**config.mk**
```make
export PLATFORM = sky130hd
export DESIGN_NAME = dac_ctrl_regs
export DESIGN_NICKNAME = d
export VERILOG_FILES = /design/src/dac_pkg.sv /design/src/dac_out_sel.sv /design/src/dac_ctrl_regs.sv
export VERILOG_INCLUDE_DIRS = /design/src /design/src/src
export SDC_FILE = /design/constraint.sdc
export NUM_CORES = 1
export LEC_CHECK = 0
export ABC_AREA = 1
export BUFFER_PORTS_ARGS = -buffer_cell sky130_fd_sc_hd__buf_2
export CAP_MARGIN = 20
export CORE_MARGIN = 4
export CORE_UTILIZATION = 45
export CTS_CLUSTER_DIAMETER = 80
export DETAILED_ROUTE_END_ITERATION = 6
export PLACE_DENSITY = 0.78
export SYNTH_ARGS = -nofsm -noshare
export SYNTH_HDL_FRONTEND = slang
export SYNTH_SLANG_ARGS = --single-unit
```
**constraint.sdc**
```tcl
create_clock -name clk -period 5.1 [get_ports clk]
set_clock_uncertainty 0.1 [all_clocks]
set_input_delay 0.255 -clock clk [delete_from_list [all_inputs] [get_ports clk]]
set_output_delay 0.255 -clock clk [all_outputs]
set_load 0.05 [all_outputs]
```
**src/dac_map.svh**
```systemverilog
// register map constants for the stereo dac control register bank
`ifndef DAC_MAP_SVH
`define DAC_MAP_SVH

// word layout
`define DAC_DIR_BIT 15
`define DAC_IDX_HI 14
`define DAC_IDX_LO 8
`define DAC_DIR_WRITE 1'h0
`define DAC_DIR_READ 1'h1

// register indices
`define DAC_IDX_OVS 7'h12
`define DAC_IDX_OUT 7'h13
`define DAC_IDX_FMT 7'h14

// index 18 field used here
`define DAC_OVS_BIT 6

// index 19 fields
`define DAC_LEFT_DIS_BIT 0
`define DAC_RIGHT_DIS_BIT 1
`define DAC_DEEMPH_EN_BIT 4
`define DAC_DEEMPH_RATE_HI 6
`define DAC_DEEMPH_RATE_LO 5

// index 20 fields
`define DAC_FMT_HI 2
`define DAC_FMT_LO 0
`define DAC_CLK_DIS_BIT 3
`define DAC_CLK_DIV_BIT 4
`define DAC_ROLLOFF_HI 6
`define DAC_ROLLOFF_LO 5
`define DAC_INTERP_BIT 7

// reset values
`define DAC_RST_1 1'h0
`define DAC_RST_2 2'h0
`define DAC_RST_3 3'h0
`define DAC_RST_16 16'h0000

`endif

```
**src/dac_pkg.sv**
```systemverilog
// types for the stereo dac control register bank
package dac_pkg;

    typedef enum logic [1:0] {
        DAC_DEEMPH_44K1,
        DAC_DEEMPH_48K,
        DAC_DEEMPH_32K,
        DAC_DEEMPH_RSVD
    } dac_deemph_rate_t;

    typedef enum logic [2:0] {
        DAC_FMT_RJ24,
        DAC_FMT_RJ20,
        DAC_FMT_RJ18,
        DAC_FMT_RJ16,
        DAC_FMT_I2S,
        DAC_FMT_RJ_ANY,
        DAC_FMT_RSVD6,
        DAC_FMT_RSVD7
    } dac_fmt_t;

    // register bus request
    typedef struct packed {
        logic [15:0] word;
        logic wr;
        logic rd;
    } dac_bus_req_t;

    // decoded settings presented to the audio path
    typedef struct packed {
        logic ovs_128x;
        logic left_output_disable;
        logic right_output_disable;
        logic deemph_enable;
        dac_deemph_rate_t deemph_rate_select;
        dac_fmt_t audio_format_select;
        logic clock_out_disable;
        logic clock_out_divide;
        logic [1:0] filter_rolloff_select;
        logic interp_rate_select;
    } dac_cfg_t;

endpackage

```
**src/dac_out_sel.sv**
```systemverilog
// per channel output select between audio sample and bipolar zero
`timescale 1ns/10ps
`default_nettype none
module dac_out_sel #(
    parameter int W = 24
) (
    // clock and reset
    input wire logic clk,
    input wire logic sys_rst,
    // control
    input wire logic disable_out,
    // data
    input wire logic signed [W-1:0] sample_in,
    output logic signed [W-1:0] sample_out
);
    typedef struct packed {
        logic signed [W-1:0] q;
    } dac_os_state_t;

    dac_os_state_t st_r;
    dac_os_state_t st_nxt;

    always_comb begin
        st_nxt = st_r;
        st_nxt.q = disable_out ? '0 : sample_in;
    end

    always_ff @(posedge clk or posedge sys_rst) begin
        if (sys_rst) begin
            st_r <= '0;
        end else begin
            st_r <= st_nxt;
        end
    end

    assign sample_out = st_r.q;
endmodule
`default_nettype wire

```
**src/dac_ctrl_regs.sv**
```systemverilog
// control register bank of the stereo audio dac
`timescale 1ns/10ps
`include "dac_map.svh"
`default_nettype none

// Operation
// - oversampling bit: 0 gives 64x, 1 gives 128x, resets cleared
// - word bit 15: 0 writes, 1 reads; defaults to write
// - bit 0 of index 19 is left, bit 1 right, independent
// - output bit 0 passes audio, 1 holds bipolar zero
// - index 19 bit 4 enables de-emphasis, resets cleared
// - de-emphasis rate 00 44.1k, 01 48k, 10 32k, 11 reserved
// - index 20 format field selects justified, I2S or 16-24 bit modes
// - interpolation bit: 0 gives 8x, 1 gives 4x
module dac_ctrl_regs
    import dac_pkg::*;
#(
    parameter int SAMPLE_W = 24
) (
    // clock and reset
    input wire logic clk,
    input wire logic sys_rst,
    // register port
    input wire logic [15:0] reg_wdata,
    input wire logic reg_wr,
    input wire logic reg_rd,
    output logic [15:0] reg_rdata,
    // audio samples in
    input wire logic signed [SAMPLE_W-1:0] left_sample_in,
    input wire logic signed [SAMPLE_W-1:0] right_sample_in,
    // audio samples to analog stage
    output logic signed [SAMPLE_W-1:0] left_analog_output,
    output logic signed [SAMPLE_W-1:0] right_analog_output,
    // settings
    output dac_pkg::dac_cfg_t cfg
);
    import dac_pkg::*;

    // ---------------------------------------------------------------
    // state
    // ---------------------------------------------------------------
    typedef struct packed {
        dac_cfg_t cfg;
        logic [15:0] rdata;
    } dac_state_t;

    dac_state_t st_r;
    dac_state_t st_nxt;
    logic [6:0] idx;
    logic is_read;
    logic wr_take;
    logic left_dis;
    logic right_dis;

    // ---------------------------------------------------------------
    // readback image of one register
    // ---------------------------------------------------------------
    function automatic logic [15:0] dac_image(input logic [6:0] i, input dac_cfg_t c);
        logic [15:0] v;
        v = `DAC_RST_16;
        v[`DAC_IDX_HI:`DAC_IDX_LO] = i;
        unique case (i)
            `DAC_IDX_OVS: v[`DAC_OVS_BIT] = c.ovs_128x;
            `DAC_IDX_OUT: begin
                v[`DAC_LEFT_DIS_BIT] = c.left_output_disable;
                v[`DAC_RIGHT_DIS_BIT] = c.right_output_disable;
                v[`DAC_DEEMPH_EN_BIT] = c.deemph_enable;
                v[`DAC_DEEMPH_RATE_HI:`DAC_DEEMPH_RATE_LO] = c.deemph_rate_select;
            end
            `DAC_IDX_FMT: begin
                v[`DAC_FMT_HI:`DAC_FMT_LO] = c.audio_format_select;
                v[`DAC_CLK_DIS_BIT] = c.clock_out_disable;
                v[`DAC_CLK_DIV_BIT] = c.clock_out_divide;
                v[`DAC_ROLLOFF_HI:`DAC_ROLLOFF_LO] = c.filter_rolloff_select;
                v[`DAC_INTERP_BIT] = c.interp_rate_select;
            end
            default: v = `DAC_RST_16;
        endcase
        return v;
    endfunction

    // ---------------------------------------------------------------
    // per register write merges
    // ---------------------------------------------------------------
    // oversampling select lives alone in index 18
    function automatic dac_cfg_t dac_merge_ovs(
        input logic [15:0] w,
        input dac_cfg_t c
    );
        dac_cfg_t n;
        n = c;
        n.ovs_128x = w[`DAC_OVS_BIT];
        return n;
    endfunction

    // channel bits and de-emphasis share index 19
    function automatic dac_cfg_t dac_merge_out(
        input logic [15:0] w,
        input dac_cfg_t c
    );
        dac_cfg_t n;
        n = c;
        n.left_output_disable = w[`DAC_LEFT_DIS_BIT];
        n.right_output_disable = w[`DAC_RIGHT_DIS_BIT];
        n.deemph_enable = w[`DAC_DEEMPH_EN_BIT];
        // reserved rate code kept so readback matches the write
        n.deemph_rate_select = dac_deemph_rate_t'(w[`DAC_DEEMPH_RATE_HI:`DAC_DEEMPH_RATE_LO]);
        return n;
    endfunction

    // format, clock out and roll-off fields of index 20
    function automatic dac_cfg_t dac_merge_fmt(
        input logic [15:0] w,
        input dac_cfg_t c
    );
        dac_cfg_t n;
        n = c;
        n.audio_format_select = dac_fmt_t'(w[`DAC_FMT_HI:`DAC_FMT_LO]);
        n.clock_out_disable = w[`DAC_CLK_DIS_BIT];
        n.clock_out_divide = w[`DAC_CLK_DIV_BIT];
        n.filter_rolloff_select = w[`DAC_ROLLOFF_HI:`DAC_ROLLOFF_LO];
        n.interp_rate_select = w[`DAC_INTERP_BIT];
        return n;
    endfunction

    // true for the three indices this bank owns
    function automatic logic dac_is_mapped(input logic [6:0] i);
        return i == `DAC_IDX_OVS || i == `DAC_IDX_OUT || i == `DAC_IDX_FMT;
    endfunction

    // ---------------------------------------------------------------
    // decode and update
    // ---------------------------------------------------------------
    // register number field
    assign idx = reg_wdata[`DAC_IDX_HI:`DAC_IDX_LO];
    assign is_read = reg_wdata[`DAC_DIR_BIT] == `DAC_DIR_READ;
    // a read-flagged word on the write strobe is dropped
    assign wr_take = reg_wr && !is_read && dac_is_mapped(idx);

    always_comb begin
        st_nxt = st_r;
        if (wr_take) begin
            unique case (idx)
                `DAC_IDX_OVS: begin
                    st_nxt.cfg = dac_merge_ovs(reg_wdata, st_r.cfg);
                end
                `DAC_IDX_OUT: begin
                    st_nxt.cfg = dac_merge_out(reg_wdata, st_r.cfg);
                end
                `DAC_IDX_FMT: begin
                    st_nxt.cfg = dac_merge_fmt(reg_wdata, st_r.cfg);
                end
                default: st_nxt.cfg = st_r.cfg;
            endcase
        end
        // reads answer one cycle later; unmapped indices read zero
        st_nxt.rdata = `DAC_RST_16;
        if (reg_rd) begin
            st_nxt.rdata = dac_image(idx, st_r.cfg);
        end
    end

    always_ff @(posedge clk or posedge sys_rst) begin
        if (sys_rst) begin
            st_r <= '0;
        end else begin
            st_r <= st_nxt;
        end
    end

    // ---------------------------------------------------------------
    // settings outputs
    // ---------------------------------------------------------------
    assign reg_rdata = st_r.rdata;
    assign cfg = st_r.cfg;

    // ---------------------------------------------------------------
    // channel controls
    // ---------------------------------------------------------------
    // each channel reads only its own bit
    assign left_dis = st_r.cfg.left_output_disable;
    assign right_dis = st_r.cfg.right_output_disable;

    // ---------------------------------------------------------------
    // left channel
    // ---------------------------------------------------------------
    // bipolar zero is sample value 0; the analog stage adds the bias
    // left and right forced to zero independently
    dac_out_sel #(.W(SAMPLE_W)) u_left (
        .clk(clk),
        .sys_rst(sys_rst),
        .disable_out(left_dis),
        .sample_in(left_sample_in),
        .sample_out(left_analog_output)
    );

    // ---------------------------------------------------------------
    // right channel
    // ---------------------------------------------------------------
    // right held at zero by its own bit
    dac_out_sel #(.W(SAMPLE_W)) u_right (
        .clk(clk),
        .sys_rst(sys_rst),
        .disable_out(right_dis),
        .sample_in(right_sample_in),
        .sample_out(right_analog_output)
    );
endmodule
`default_nettype wire

```
### Word level (Yosys, flattened, before mapping)

Cells that the tools add are included.

| storage, ports and cells | value |
|---|---|
| flip-flop bits (word level) | 78 |
| bits of input ports | 68 |
| output and inout bits | 78 |
| word-level logic and storage cells | 38 |

| operators by class | value |
|---|---|
| equal/unequal tests | 3 |
| multiplexer cells | 10 |
| bitwise operators | 3 |
| reduce and logical (&&, ||, !) cells | 9 |

Operator list:

| operator | count |
|---|---|
| $mux 24 | 2 |
| $pmux 14 s3 | 1 |
| $eq 7x5->1 const B | 3 |
| $mux 15 | 1 |
| $reduce_and 4->1 | 3 |
| $pmux 2 s2 | 2 |
| $mux 7 | 1 |
| $not 1->1 | 3 |
| $pmux 1 s3 | 1 |
| $reduce_or 3->1 | 1 |
| $logic_and 1x1->1 | 2 |
| $logic_or 1x1->1 | 2 |
| $mux 2 | 1 |
| $logic_not 1->1 | 1 |
| $mux 1 | 1 |

### Longest topological paths before layout

| logic depth | value |
|---|---|
| depth after elaboration | 5 |
| mapped depth | 7 |
| gate-level depth less buffers | 7 |

### Hierarchy

Synthesis repeated with hierarchy kept, for this count alone.

| unflattened totals | value |
|---|---|
| cells, all modules | 278 |
| area, all modules | 2842.7 um2 |

Modules (own cells, without submodules):

| module | instances | cells each | area an instance (um2) | sequential area each (um2) |
|---|---|---|---|---|
| dac_out_sel | 2 | 75 | 807.0 | 600.6 |
| dac_ctrl_regs | 1 | 128 | 1228.7 | 725.7 |

### Worst setup path after synthesis

Ideal clock, no wire load.

| path | value |
|---|---|
| path type | input -> register |
| from | input port reg_wdata[13] |
| to | register st_r (netlist bit cfg[2]) |
| library setup time | 0.120 ns |
| arrival | 0.905 ns |
| required time | 4.880 ns |
| slack | 3.975 ns |
| stages | 7 |
| path buffers | 1 |
| cell sequence | inv_2 > nand2_2 > nor2_8 > nand3_4 > buf_6 > nand2_1 > o21ai_2 |

| between the ends | value |
|---|---|
| cells in the longest elaborated chain, start to end | 5 |
| elaborated cells between the ends (all ways) | 9 |
| classes of those cells | 3 x eq/ne; 2 x bitwise; 4 x reduce/logical |

RTL lines:

| element | line | source |
|---|---|---|
| start: declaration | dac_ctrl_regs.sv:24 | `input wire logic [15:0] reg_wdata,` |
| $eq 7x5->1 | dac_ctrl_regs.sv:143 | `unique case (idx)` |
| $logic_or 1x1->1 (no line) (2 in a row) | n/a |  |
| $logic_and 1x1->1 | dac_ctrl_regs.sv:138 | `assign wr_take = reg_wr && !is_read && dac_is_mapped(idx);` |
| $reduce_and 4->1 (no line) (*) | n/a |  |
| end signal: assignment | dac_ctrl_regs.sv:167 | `st_r <= st_nxt;` |
| end: declaration | dac_ctrl_regs.sv:47 | `dac_state_t st_r;` |

Mark *: on every way between the ends. The rest lies on a longest branch, timed or not.
A chain may end at the register's enable or synchronous reset.

### Worst setup path after layout

| path | value |
|---|---|
| from | register st_r (netlist bit right_dis) |
| to | output port cfg[11] in the netlist's numbering |

RTL lines:

| element | line | source |
|---|---|---|
| end: declaration | dac_ctrl_regs.sv:35 | `output dac_pkg::dac_cfg_t cfg` |

No word-level cell between the ends.

==> out/results.md <==
| Stage | Parameter | Reported |
|:---|:---|:---|
| floorplanning | Total die area | 0.007662 sq mm |
| floorplanning | Die boundary height | 87.54 um |
| pwr | Internal power component | 0.001009 W |
| grt | Total routing resource utilization after global routing | 0.1691 |
| grt | Number of global-route vias before repair | 2149 |
| finish | Number of inserted diodes | 0 |
| setup path | Worst reg2reg endpoint | right_dis$_DFFE_PP0P_ |
| synthesis | Area fraction of the dominant cell type after synthesis | 0.6769 |
| pwr | NetSw | 0.0003221 W |
| min path | Count of cells along the worst hold path | 3 |
| setup path | Bufs and invs on worst path | 1 |
| setup path | Slowest cell on crit path | sky130_fd_sc_hd__dfrtp_1 |
| clocking | Clock insertion delay at the later pin of the skew report | 330 ps |
| min path | Worst Hold Launch | right_sample_in[0] |
| flow run | Max Cap Violations | 0 |
| pwr | Final total power | 0.001331 W |
| timing | Final worst path period need | 1998 ps |
| grt | Initial antenna violation count | 0 |
| synthesis | Dominant cells by area after synthesis | sky130_fd_sc_hd__dfrtp_1, sky130_fd_sc_hd__inv_1, sky130_fd_sc_hd__nor2_1 |
| floorplanning | Effective utilization at floorplan | 0.4724 |
| timing | Count of endpoints failing setup in the final report | 0 |
| clocking | Clock buffers created by TritonCTS | 9 |
| floorplanning | Placement Rows | 28 |
| timing | Total negative slack for setup checks | 0 ps |
| timing | Transition time of the tightest slew-check pin | 914.6 ps |
| setup path | Maximum fanout encountered on the critical timing path | 27 |
| clocking | TritonCTS clock tree | done |
| clocking | Clock sink total | 77 |
| floorplanning | Area of the core | 0.006026 sq mm |
| setup path | Worst-case reg-to-reg path depth | 4 |
| grt | Largest net degree at the start of global routing | 78 |
| pwr | Part of the power in combinational logic | 0.115 |
| synthesis | Netlist cell types | 21 |
| synthesis | Complex-gate fraction of the synthesized area | 0.04220 |
| grt | Wire length of the first global-routing pass | 9860 um |
| finish | Net count, final | 503 |
| synthesis | Biggest area consumer among synthesized cells | sky130_fd_sc_hd__dfrtp_1 |
| synthesis | Simple logic cell fraction of the synthesized area | 0.1556 |
| setup path | CP Class | flop to primary output |
| timing | Hold slack final | 21.01 ps |
| synthesis | Post-synthesis cell count | 283 |
| route | DR WL/cell | 12.02 um |
| timing | Count of pins over their slew limit | 0 |
| setup path | Reg-to-reg slack, setup | 3720 ps |
| route | Drt pass-1 iters | 4 |
| floorplanning | IO Count | 146 |
| finish | Area growth from synthesis to final layout | 36.70% |
| timing | Final Cycle Share | 0.3917 |
| route | Number of nets still failing antenna checks after routing | 0 |
| setup path | Worst setup EP type | primary output |
| setup path | Reg2reg start | right_dis$_DFFE_PP0P_ |
| setup path | Cell chain of the critical path | buf_2 |
| grt | Grt total ovfl | 0 |
| timing | Hold violation count in the final report | 0 |
| pwr | Switching Share | 0.2420 |
| route | Post-route DRC | 0 |
| clocking | Hold-fix buffers, CTS | 0 |
| finish | Fraction of final layout cells with drive strength greater than 1 | 0.4114 |
| synthesis | Total of warnings raised by yosys | 0 |
| timing | Unrepaired setup endpoints after global routing | false |
| route | Via/cell ratio | 4.249 |
| floorplanning | Die W | 87.54 um |
| synthesis | Flop and latch count out of synthesis | 77 |
| min path | Hold Path Class | primary input to flop |
| run status | Status | completed |
| setup path | Biggest cell delay along the critical path | 910 ps |
| pwr | Worst-case vdd ir drop | 0.0002138 V |
| finish | Number of fillers in the final layout | 504 |
| clocking | Cell chosen for the clock root | sky130_fd_sc_hd__clkbuf_8 |
| synthesis | Netlist Area Pre-Place | 0.002846 sq mm |
| clocking | CTS resizes | 0 |
| synthesis | Adder-cell area share of the yosys netlist | 0 |
| timing | Highest clock rate | 500.5 MHz |
| route | Vias | 2188 |
| route | Count of routing violations after the opening detailed-route iteration | 47 |
| clocking | Clock slew at reported path FFs | 70 ps |
| synthesis | Dominant combinational cell family by area after synthesis | simple AND/OR/NAND/NOR gates |
| finish | Core Util, Final | 0.6458 |
| pwr | Clock network fraction of total power | 0.405 |
| timing | Relative slew slack | 0.3902 |
| setup path | Type of element launching the critical path | flop |
| setup path | Data required time of the critical path | 4740 ps |
| synthesis | XOR/XNOR share of the synthesized area | 0 |
| pwr | Static power due to leakage | 2.489 nW |
| synthesis | Fraction of synthesized area in multiplexers | 0 |
| setup path | Cell family contributing the most delay on the critical path | flip-flops |
| synthesis | Post-synthesis sequential area ratio | 0.6769 |
| synthesis | Syn avg cell area | 10.06 sq um |
| setup path | Arrival time worst endpoint | 1640 ps |
| clocking | Setup repair bufs after CTS | 0 |
| pwr | Power density of the placed cells | 342.0 mW/mm^2 |
| placed design | Routability Congestion | 0.7648 |
| clocking | Number of H-tree branching levels | 3 |
| pwr | Sequential share of power | 0.480 |
| route | Wire length reported by the detailed router | 6191 um |
| placed design | Port bufs | 144 |
| placed design | Detailed Place HPWL | 4665 um |
| min path | Hold endpoint | u_right.sample_out[0]$_DFF_PP0_ |
| clocking | Longest Clk Path Bufs | 2 |
[layout make-up]
class	count	area [sq um]	share of cell area
multi-input combinational	121	578.1	0.1486
clock buffer	12	145.1	0.03730
sequential	77	1927	0.4952
inverter	78	294.0	0.07556
timing repair buffer	148	758.2	0.1949
tap	75	93.84	0.02412
clock inverter	4	95.09	0.02444
[registers in the layout (all words and copies together) (netlist names)]
signal              count
right_dis               1
u_left.sample_out      24
cfg                    12
reg_rdata              15
left_dis                1
u_right.sample_out     24
[layout by cell type (no fill, tap or decap), drive strengths merged]
cell type	instances
nand2	28
o21ai	15
nand4	1
dlygate4sd3	3
nor2	62
bufinv	3
nand3	8
a21oi	3
clkinv	2
clkbuf	12
dfrtp	77
inv	77
conb	4
buf	145
[power groups by stage]
stage	logic [W]	clock network (W)	registers [W]
2_1_floorplan	0.0000480	0	0.000703
3_3_place_gp	0.000151	0	0.000650
3_5_place_dp	0.000153	0	0.000651
4_1_cts	0.000154	0.000552	0.000639
5_1_grt	0.000168	0.000583	0.000641
6_report	0.000153	0.000539	0.000639
[cells in the mapped netlist, drive strengths merged]
library cell and instances:
nand2 28, conb 1, dfrtp 77, nand3 8, a21oi 3, inv 78
o21ai 15, nand4 1, buf 7, clkbuf 3, nor2 62
[kinds of logic after synthesis]
kind of cell,count (synthesis)
compound gates,18
buf+inv,88
flops,77
other cells,1
simple gates,99
[metal layers]
metal  GRT usage  vias up  part of all wire
met5           0        -                 0
met4     0.05858        0             0.010
met3     0.05174        8             0.096
met2      0.2822       85              0.50
met1      0.2096      999              0.39
li1            -     1096                 -
[per-stage QoR]
stage	worst slack, ps	cell area [sq um]	cells
after floorplan	2778	2858	286
after global placement	3446	3621	496
after detailed placement	3426	3621	496
after CTS	3060	3861	512
after global routing	2952	3891	515
final	3102	3891	515
[how the worst max path moves through the flow]
stage / startpoint / cells after the start / slack (ps) / endpoint
CTS: right_dis$_DFFE_PP0P_ / 1 / 3060 / cfg[11]
global placement: right_dis$_DFFE_PP0P_ / 1 / 3450 / cfg[11]
global route: right_dis$_DFFE_PP0P_ / 1 / 2950 / cfg[11]
floorplan: sys_rst / 1 / 2780 / cfg[0]$_DFFE_PP0P_
finish: right_dis$_DFFE_PP0P_ / 1 / 3100 / cfg[11]
detailed placement: right_dis$_DFFE_PP0P_ / 1 / 3430 / cfg[11]
(Power assumes the default switching activity.)
